$ cat config.mk
export PLATFORM = sky130hd
export DESIGN_NAME = bcd_tuning_counter
export DESIGN_NICKNAME = d
export VERILOG_FILES = /design/src/design/bcd_pkg.sv /design/src/design/bcd_tuning_counter.sv
export SDC_FILE = /design/constraint.sdc
export NUM_CORES = 1
export LEC_CHECK = 0
export BUFFER_PORTS_ARGS = -buffer_cell sky130_fd_sc_hd__buf_2
export CORE_ASPECT_RATIO = 0.9
export CORE_MARGIN = 4
export CORE_UTILIZATION = 50
export CTS_CLUSTER_DIAMETER = 40
export DETAILED_ROUTE_END_ITERATION = 16
export PLACE_DENSITY = 0.78
export SLEW_MARGIN = 20
export SYNTH_ARGS = -nofsm -noshare
export SYNTH_HDL_FRONTEND = slang
export SYNTH_SLANG_ARGS = --single-unit
$ cat constraint.sdc
create_clock -name clk -period 3.9 [get_ports clk]
set_clock_uncertainty 0.15 [all_clocks]
set_input_delay 0.78 -clock clk [delete_from_list [all_inputs] [get_ports clk]]
set_output_delay 0.78 -clock clk [all_outputs]
set_load 0.1 [all_outputs]
$ cat src/design/bcd_pkg.sv
/*
  bcd_pkg: constants shared by the cascaded decade tuning counter.
  assumes a single synchronous clock domain and nothing else.
*/
package bcd_pkg;
  localparam int          BCD_DIGIT_W  = 4;
  localparam logic [3:0]  BCD_MIN      = 4'h0;
  localparam logic [3:0]  BCD_MAX      = 4'h9;
  localparam logic [3:0]  BCD_RST      = 4'h0;
  localparam int          BCD_FREQ_N   = 7;
  localparam int          BCD_OFS_N    = 2;
endpackage

$ cat src/design/bcd_tuning_counter.sv
/*
  bcd_tuning_counter: seven-digit frequency chain and two-digit beat
  oscillator offset chain of cascaded presettable bcd up/down stages.
  assumes tuning controls are synchronous to clk; clock edges are
  qualified by count_pulse so the shared clock runs free.
*/
module bcd_tuning_counter
  import bcd_pkg::*;
#(
  parameter int FREQ_N = BCD_FREQ_N,
  parameter int OFS_N  = BCD_OFS_N
) (
  // clock and reset
  input  wire logic                          clk,
  input  wire logic                          nrst,
  // frequency chain controls
  input  wire logic                          freq_count_pulse,
  input  wire logic                          freq_up,
  input  wire logic                          freq_preset_en,
  input  wire logic                          freq_carry_in_n,
  input  wire logic [FREQ_N*BCD_DIGIT_W-1:0] freq_preset,
  // offset chain controls
  input  wire logic                          ofs_count_pulse,
  input  wire logic                          ofs_up,
  input  wire logic                          ofs_preset_en,
  input  wire logic                          ofs_carry_in_n,
  input  wire logic [OFS_N*BCD_DIGIT_W-1:0]  ofs_preset,
  // digit and carry outputs
  output logic      [FREQ_N*BCD_DIGIT_W-1:0] frequency_digit_stages,
  output logic      [FREQ_N*BCD_DIGIT_W-1:0] display_driver_digits,
  output logic      [FREQ_N*BCD_DIGIT_W-1:0] synth_digits,
  output logic                               freq_carry_out_n,
  output logic      [BCD_DIGIT_W-1:0]        offset_low_digit_stage,
  output logic      [BCD_DIGIT_W-1:0]        offset_high_digit_stage,
  output logic                               ofs_carry_out_n
);

  // shorter chains leave the ripple checks without an upper digit
  // offset outputs expose only the lowest and highest digit
  if (FREQ_N < 2 || OFS_N < 2) begin : g_bad_size
    $error("chain lengths must be at least two");
  end

  // ------------------------------------------------------------
  // state and next-state
  // ------------------------------------------------------------
  typedef struct packed {
    logic [FREQ_N-1:0][BCD_DIGIT_W-1:0] freq;
    logic [OFS_N-1:0][BCD_DIGIT_W-1:0]  ofs;
  } bcd_state_t;

  bcd_state_t state_reg;
  bcd_state_t state_next;
  logic [FREQ_N:0] fcin_n;
  logic [OFS_N:0]  ocin_n;
  logic [FREQ_N-1:0] fcarry;
  logic [OFS_N-1:0]  ocarry;

  // one decade stage: returns next count
  function automatic logic [3:0] step(input logic [3:0] q,
                                      input logic       up);
    logic [3:0] r;
    r = q;
    if (up) begin
      r = (q >= BCD_MAX) ? BCD_MIN : q + 4'h1;
    end else begin
      r = (q == BCD_MIN || q > BCD_MAX) ? BCD_MAX : q - 4'h1;
    end
    return r;
  endfunction

  // ------------------------------------------------------------
  // ripple carry chains
  // ------------------------------------------------------------
  always_comb begin
    fcin_n[0] = freq_carry_in_n;
    for (int i = 0; i < FREQ_N; i++) begin
      fcarry[i] = freq_up ? (state_reg.freq[i] == BCD_MAX)
                          : (state_reg.freq[i] == BCD_MIN);
      fcin_n[i+1] = fcin_n[i] | ~fcarry[i];
    end
    ocin_n[0] = ofs_carry_in_n;
    for (int j = 0; j < OFS_N; j++) begin
      ocarry[j] = ofs_up ? (state_reg.ofs[j] == BCD_MAX)
                         : (state_reg.ofs[j] == BCD_MIN);
      ocin_n[j+1] = ocin_n[j] | ~ocarry[j];
    end
  end

  // ------------------------------------------------------------
  // next count
  // ------------------------------------------------------------
  always_comb begin
    state_next = state_reg;
    for (int i = 0; i < FREQ_N; i++) begin
      if (freq_preset_en) begin
        // preset overrides counting; load rather than merely hold
        state_next.freq[i] = freq_preset[i*BCD_DIGIT_W +: BCD_DIGIT_W];
      end else if (freq_count_pulse && !fcin_n[i]) begin
        state_next.freq[i] = step(state_reg.freq[i], freq_up);
      end
    end
    for (int j = 0; j < OFS_N; j++) begin
      if (ofs_preset_en) begin
        state_next.ofs[j] = ofs_preset[j*BCD_DIGIT_W +: BCD_DIGIT_W];
      end else if (ofs_count_pulse && !ocin_n[j]) begin
        state_next.ofs[j] = step(state_reg.ofs[j], ofs_up);
      end
    end
  end

  always_ff @(posedge clk or negedge nrst) begin
    if (!nrst) begin
      for (int i = 0; i < FREQ_N; i++) begin
        state_reg.freq[i] <= BCD_RST;
      end
      for (int j = 0; j < OFS_N; j++) begin
        state_reg.ofs[j] <= BCD_RST;
      end
    end else begin
      state_reg <= state_next;
    end
  end

  // ------------------------------------------------------------
  // outputs
  // ------------------------------------------------------------
  assign frequency_digit_stages  = state_reg.freq;
  assign display_driver_digits   = state_reg.freq;
  assign synth_digits            = state_reg.freq;
  assign freq_carry_out_n        = fcin_n[FREQ_N];
  assign offset_low_digit_stage  = state_reg.ofs[0];
  assign offset_high_digit_stage = state_reg.ofs[OFS_N-1];
  assign ofs_carry_out_n         = ocin_n[OFS_N];

  // ------------------------------------------------------------
  // checks
  // ------------------------------------------------------------
  a_up_step: assert property (@(posedge clk) disable iff (!nrst)
    freq_count_pulse && freq_up && !freq_preset_en && !freq_carry_in_n
    && state_reg.freq[0] < BCD_MAX |=>
    state_reg.freq[0] == $past(state_reg.freq[0]) + 4'h1)
    else $error("low digit did not count up");
  a_down_step: assert property (@(posedge clk) disable iff (!nrst)
    freq_count_pulse && !freq_up && !freq_preset_en && !freq_carry_in_n
    && state_reg.freq[0] > BCD_MIN && state_reg.freq[0] <= BCD_MAX |=>
    state_reg.freq[0] == $past(state_reg.freq[0]) - 4'h1)
    else $error("low digit did not count down");
  a_preset_load: assert property (@(posedge clk) disable iff (!nrst)
    freq_preset_en |=> state_reg.freq == $past(freq_preset))
    else $error("preset not loaded");
  a_cin_hold: assert property (@(posedge clk) disable iff (!nrst)
    freq_carry_in_n && !freq_preset_en |=> $stable(state_reg.freq))
    else $error("stage moved with carry-in high");
  a_cout_level: assert property (@(posedge clk) disable iff (!nrst)
    !freq_carry_out_n |-> !freq_carry_in_n && (&fcarry))
    else $error("carry-out low outside carry");
  a_wrap_up: assert property (@(posedge clk) disable iff (!nrst)
    ofs_count_pulse && ofs_up && !ofs_preset_en && !ofs_carry_in_n
    && state_reg.ofs[0] == BCD_MAX |=> state_reg.ofs[0] == BCD_MIN)
    else $error("offset digit did not wrap 9 to 0");
  a_ripple_hold: assert property (@(posedge clk) disable iff (!nrst)
    !freq_preset_en && !fcarry[0] |=>
    state_reg.freq[FREQ_N-1:1] == $past(state_reg.freq[FREQ_N-1:1]))
    else $error("upper stage moved without carry");
  a_bcd_range: assert property (@(posedge clk) disable iff (!nrst)
    !$past(freq_preset_en) && $past(state_reg.freq[0]) <= BCD_MAX
    |-> state_reg.freq[0] <= BCD_MAX)
    else $error("digit left bcd range");
  a_out_match: assert property (@(posedge clk) disable iff (!nrst)
    synth_digits == display_driver_digits)
    else $error("display and synthesizer digits differ");
  // carry level judged from the digits, not from the ripple terms
  a_ofs_cout: assert property (@(posedge clk) disable iff (!nrst)
    !ofs_carry_out_n == (!ofs_carry_in_n && (ofs_up
      ? state_reg.ofs == {OFS_N{BCD_MAX}}
      : state_reg.ofs == {OFS_N{BCD_MIN}})))
    else $error("offset carry-out level wrong");
  a_ofs_cin_hold: assert property (@(posedge clk) disable iff (!nrst)
    ofs_carry_in_n && !ofs_preset_en |=> $stable(state_reg.ofs))
    else $error("offset stage moved with carry-in high");
  a_ofs_preset: assert property (@(posedge clk) disable iff (!nrst)
    ofs_preset_en |=> state_reg.ofs == $past(ofs_preset))
    else $error("offset preset not loaded");
  a_down_wrap: assert property (@(posedge clk) disable iff (!nrst)
    freq_count_pulse && !freq_up && !freq_preset_en && !freq_carry_in_n
    && state_reg.freq[0] == BCD_MIN |=> state_reg.freq[0] == BCD_MAX)
    else $error("low digit did not wrap 0 to 9");
  a_ripple_step: assert property (@(posedge clk) disable iff (!nrst)
    freq_count_pulse && freq_up && !freq_preset_en && !freq_carry_in_n
    && state_reg.freq[0] == BCD_MAX && state_reg.freq[1] < BCD_MAX
    |=> state_reg.freq[1] == $past(state_reg.freq[1]) + 4'h1)
    else $error("second digit missed the ripple carry");
  a_freq_chain: assert property (@(posedge clk) disable iff (!nrst)
    freq_count_pulse && freq_up && !freq_preset_en && !freq_carry_in_n
    && state_reg.freq == {FREQ_N{BCD_MAX}}
    |=> state_reg.freq == {FREQ_N{BCD_MIN}})
    else $error("full chain did not roll over");
  a_ofs_chain: assert property (@(posedge clk) disable iff (!nrst)
    ofs_count_pulse && !ofs_up && !ofs_preset_en && !ofs_carry_in_n
    && state_reg.ofs == {OFS_N{BCD_MIN}}
    |=> state_reg.ofs == {OFS_N{BCD_MAX}})
    else $error("offset chain did not roll under");

  c_up_wrap: cover property (@(posedge clk) disable iff (!nrst)
    freq_count_pulse && freq_up && !freq_carry_out_n);
  c_down_wrap: cover property (@(posedge clk) disable iff (!nrst)
    ofs_count_pulse && !ofs_up && !ofs_carry_out_n);
  c_preset: cover property (@(posedge clk) disable iff (!nrst)
    freq_preset_en ##1 freq_count_pulse);
  c_ofs_preset: cover property (@(posedge clk) disable iff (!nrst)
    ofs_preset_en ##1 ofs_count_pulse);
  c_cin_block: cover property (@(posedge clk) disable iff (!nrst)
    freq_carry_in_n && freq_count_pulse);

endmodule

# Word level (Yosys, flattened, before mapping)
# Cells that the tools add are included.
dict set report op_classes {
  addsub 18
  order_cmp 18
  eq_ne 9
  muxes 54
  bitwise_logic 18
  reduce_logical 45
}
# op count
set op_table {}
lappend op_table {{4-bit two-way mux} 45}
lappend op_table {{4-bit by 1-bit adder with 4-bit output, second input constant} 9}
lappend op_table {{4-bit equality test, second input constant} 9}
lappend op_table {{4-bit >= comparator, second input constant} 9}
lappend op_table {{4-bit greater-than comparator, second input constant} 9}
lappend op_table {{4-bit zero test} 9}
lappend op_table {{4-bit by 1-bit subtractor with 4-bit output, second input constant} 9}
lappend op_table {{2-bit nonzero test} 9}
lappend op_table {{1-bit logical AND} 9}
lappend op_table {{1-bit zero test} 9}
lappend op_table {{1-bit logical OR} 9}
lappend op_table {{1-bit two-way mux} 9}
lappend op_table {{1-bit NOT} 9}
lappend op_table {{1-bit OR} 9}
dict set report totals {
  reg_bits 36
  input_bits 46
  output_inout_bits 94
  wordCells 171
}

# Longest topological paths before layout
dict set report logic_depth {
  depth_word 13
  mapped_depth 9
  depth_no_buf 7
}

# Least setup slack after synthesis
# Ideal clock, no wire load.
dict set report synth_path {
  path_kind {reg-to-output}
  start {register state_reg, in the netlist offset_low_digit_stage[0]}
  end {output ofs_carry_out_n}
  arrival_time_ps 3176
  required_ps 2970
  path_slack_ps -206
  stages_incl_launch_ff 5
  path_buffers 0
  path_cell_list {dfrtp_1 -> inv_1 -> ha_1 -> nor3b_1 -> o2111ai_1}
}
dict set report synth_via {
  elab_chain_cells 5
  elab_cells_between_ends 6
  cone_classes {eq/ne (1); mux (1); bitwise (3); reduce/logical (1)}
}
# element line_no
set synth_rtl {}
lappend synth_rtl {{start, declared} bcd_tuning_counter.sv:52} ;# bcd_state_t state_reg;
lappend synth_rtl {{start signal, assigned} bcd_tuning_counter.sv:121} ;# state_reg <= state_next;
lappend synth_rtl {{4-bit equality test / 4-bit zero test (equally long branches)} {bcd_tuning_counter.sv:84, bcd_tuning_counter.sv:85}}
lappend synth_rtl {{1-bit two-way mux *} bcd_tuning_counter.sv:84} ;# ocarry[j] = ofs_up ? (state_reg.ofs[j] == BCD_MAX)
lappend synth_rtl {{1-bit NOT *} bcd_tuning_counter.sv:86} ;# ocin_n[j+1] = ocin_n[j] | ~ocarry[j];
lappend synth_rtl {{1-bit OR * (2 in a row)} bcd_tuning_counter.sv:86}
lappend synth_rtl {{end, declared} bcd_tuning_counter.sv:35} ;# output logic ofs_carry_out_n
# Every way passes the cells marked *; elsewhere a longest branch is shown, timed or not.

# Worst setup path in the final report
dict set report layout_path {
  start {register state_reg, in the netlist display_driver_digits[12]}
  end {output freq_carry_out_n}
}
dict set report layout_via {
  elab_chain_cells 7
  elab_cells_between_ends 8
  cone_classes {eq/ne (1); mux (1); bitwise (5); reduce/logical (1)}
}
# element line_no
set layout_rtl {}
lappend layout_rtl {{4-bit equality test / 4-bit zero test (equally long branches)} {bcd_tuning_counter.sv:78, bcd_tuning_counter.sv:79}}
lappend layout_rtl {{1-bit two-way mux *} bcd_tuning_counter.sv:78} ;# fcarry[i] = freq_up ? (state_reg.freq[i] == BCD_MAX)
lappend layout_rtl {{1-bit NOT *} bcd_tuning_counter.sv:80} ;# fcin_n[i+1] = fcin_n[i] | ~fcarry[i];
lappend layout_rtl {{1-bit OR * (4 in a row)} bcd_tuning_counter.sv:80}
lappend layout_rtl {{end, declared} bcd_tuning_counter.sv:32} ;# output logic freq_carry_out_n,
# Marks and branches as above.

==> impl_metrics.py <==
metrics = {
    "finish": {
        "syn_to_final_growth_pct": 9.16,
        "antenna_cells": 0,
        "layout_common_cells": "buf_2, o21ai_0, nand2_1",
        "seq_area_um2": 901,
        "final_common_cell": "buf_2",
        "nFillCells": 817,
        "drive_gt1_share_pct": 26.4,
        "multi_input_area_um2": 2760,
        "nets": 712,
    },
    "timing": {
        "max_freq_ghz": 0.288,
        "hold_viol": 0,
        "drv_slew": 0,
        "rsz0062_at_grt": "false",
        "tns_ns": 0,
        "setup_viol_count_final": 0,
        "slew_headroom_pct": 41.3,
        "period_minus_slack_ns": 3.48,
        "post-route-period-util_pct": 89.2,
        "tightest_slew_ns": 0.881,
    },
    "synthesis": {
        "synth.yosys.warnings": 0,
        "synth-edff-count": 0,
        "yosysSeqAreaShare_pct": 20.5,
        "synthDistinctLibCells": 69,
        "synth_xor_area_share_pct": 0.400,
        "synthesis.nets": 653,
        "synth-compound-area-share_pct": 27.7,
        "synthCells": 580,
        "synth_area_per_cell_um2": 7.56,
        "synth_seq_cells": 36,
        "synth-simple-area-share_pct": 23.8,
        "synth_ff_type": "dfrtp_1",
        "synth_top_family_by_area": "compound AO/OA/AOI/OAI gates",
        "synthArstFlopShare_pct": 100,
        "synth-adder-area-share_pct": 7.71,
        "netlist_area_um2": 4380,
        "synth_mux_area_share_pct": 3.28,
    },
    "power": {
        "leakagePower_nw": 2.25,
        "p_sw_w": 0.00125,
        "p_int_w": 0.000814,
        "swShare_pct": 60.5,
        "combPwrFrac_pct": 60.8,
        "p_total_w": 0.00206,
        "pwr-share-clk_pct": 13.5,
        "peakVddDrop_mv": 0.241,
        "p_per_area_nw_per_um2": 431,
        "seq_power_share_pct": 25.7,
    },
    "detailed_routing": {
        "drc": 0,
        "drtIter0Drc": 238,
        "postRouteAntennaNets": 0,
        "drt_pass1_iterations": 4,
        "vias": 4365,
        "vias_per_cell": 5.75,
        "routed_wl_um": 11300,
        "post_drt_wl_per_cell_um": 14.9,
    },
    "global_routing": {
        "grt_pass1_wl_um": 19200,
        "overflow": 0,
        "grt_pass1_vias": 4075,
        "grt.total_usage_pct": 21.6,
        "grt_max_degree": 37,
        "antenna_found_initial": 0,
    },
    "min_path": {
        "hp-class": "input port to async pin",
    },
    "worst_setup_path": {
        "r2r_end": "display_driver_digits[22]$_DFFE_PN0P_",
        "path_cells": "inv_1 > ha_1 > nor3b_1 > o21ai_0 > or3_1 > or3_1 > buf_2",
        "ff2ff_setup_slack_ns": 1.09,
        "critPathKind": "flop to output port",
        "crit_path_start": "display_driver_digits[12]$_DFFE_PN0P_",
        "slowest_delay_ns": 0.51,
        "start_kind": "flop",
        "critical_path.slowest_cell": "dfrtp_1",
        "path_max_fanout": 13,
        "r2r-start": "display_driver_digits[1]$_DFFE_PN0P_",
        "worst_path_most_repeated_cell": "or3_1",
        "required_ns": 2.97,
        "worstPathArrival_ns": 2.55,
        "r2r_cells": 7,
        "end_kind": "output port",
    },
    "cts": {
        "clock-sinks": 36,
        "clock_path_buffers": 2,
        "clkLatencyLatePin_ns": 0.29,
        "cts_buffers": 5,
        "htree_num_levels": 2,
        "cts_root_buf": "clkbuf_8",
        "cts.clk_slew.worst_paths_ns": 0.08,
        "cts_tree": "done",
        "postCtsHoldBufs": 0,
        "post_cts_buffers": 0,
        "cts_resized": 0,
    },
    "floorplanning": {
        "die_w_um": 107,
        "die_h_um": 96.8,
        "design.die.area_um2": 10300,
        "start_util_pct": 51.2,
        "core_um2": 8570,
        "ios": 140,
        "placementRows": 32,
    },
    "placement": {
        "port_buffers": 139,
        "gp_congestion": 0.829,
        "dp_hpwl_um": 8440,
    },
    "status": {
        "status": "completed",
    },
    "run": {
        "cap_violations": 0,
    },
}
## power groups by stage
stage | registers, W | clock network (W) | logic, W
2_1_floorplan | 0.000776 | 0 | 0.000875
3_3_place_gp | 0.000530 | 0 | 0.00123
3_5_place_dp | 0.000535 | 0 | 0.00125
4_1_cts | 0.000528 | 0.000287 | 0.00125
5_1_grt | 0.000547 | 0.000307 | 0.00132
6_report | 0.000529 | 0.000279 | 0.00125
## state kept, by name, summed over array words and instances, names as in the netlist
| signal | cells |
|---|---|
| offset_low_digit_stage | 4 |
| offset_high_digit_stage | 4 |
| display_driver_digits | 28 |
## per-layer routing
| metal | up-vias | part of all wire (%) | global-route usage, % |
|---|---|---|---|
| li1 | 2169 | - | - |
| met1 | 2031 | 45 | 29.1 |
| met2 | 151 | 48 | 35.9 |
| met3 | 14 | 5.4 | 3.07 |
| met4 | 0 | 1.5 | 6.00 |
| met5 | - | 0 | 0 |
## layout make-up
type,count,area share [%]
Multi-Input combinational cell,412,57.7
Timing Repair Buffer,144,15.3
Tap cell,119,3.11
Clock buffer,8,1.88
Sequential cell,36,18.8
Inverter,40,3.14
## synthesized netlist by cell type, types with 6 or more instances
master	n	area share, %
a211oi_1	6	1.0
a21oi_1	28	3.2
a22oi_1	7	1.2
a31oi_1	8	1.1
and3_1	6	0.86
buf_4	56	9.6
clkbuf_1	26	2.2
dfrtp_1	36	21
ha_1	27	7.7
inv_1	39	3.3
mux2i_1	11	2.5
nand2_1	51	4.4
nand2b_1	8	1.1
nand3_1	18	2.1
nor2_1	31	2.7
nor2b_1	11	1.6
nor3_1	13	1.5
nor3b_1	10	1.7
o21ai_0	52	5.9
o21bai_1	7	1.2
o22ai_1	10	1.4
o31ai_1	11	1.9
or3_1	6	0.86
## worst max-delay path, delay by kind of cell (launching register included)
family	cells	cell delay [ns]
and+or+nand+nor	3	0.97
DFF	1	0.51
buffers and inverters	2	0.43
adders and majority gates	1	0.23
AOI/OAI and AO/OA	1	0.11
## cells by family after synthesis
logic type,Yosys count
simple gates,187
compound gates,182
buf+inv,132
flops,36
fa+ha+maj,27
mux,14
xor+xnor,2
## metrics by stage
stage                     instances  util [%]  instance area (um^2)  hold WS, ns  worst slack [ns]
after floorplan                 580         -                  4390        0.334             0.199
after global placement          751      54.8                  4700        0.488             0.500
after detailed placement        751      54.8                  4700        0.522             0.468
after CTS                       759      55.9                  4790        0.485             0.413
after global routing            759      55.9                  4790        0.528             0.234
final                           759      55.9                  4790        0.456             0.422
## worst max path at each step
stage	end	depth (start not counted)
finish	freq_carry_out_n	7
global route	freq_carry_out_n	7
CTS	freq_carry_out_n	7
detailed placement	freq_carry_out_n	6
global placement	freq_carry_out_n	6
floorplan	freq_carry_out_n	5
No activity file was read; power rests on OpenSTA's default activity.
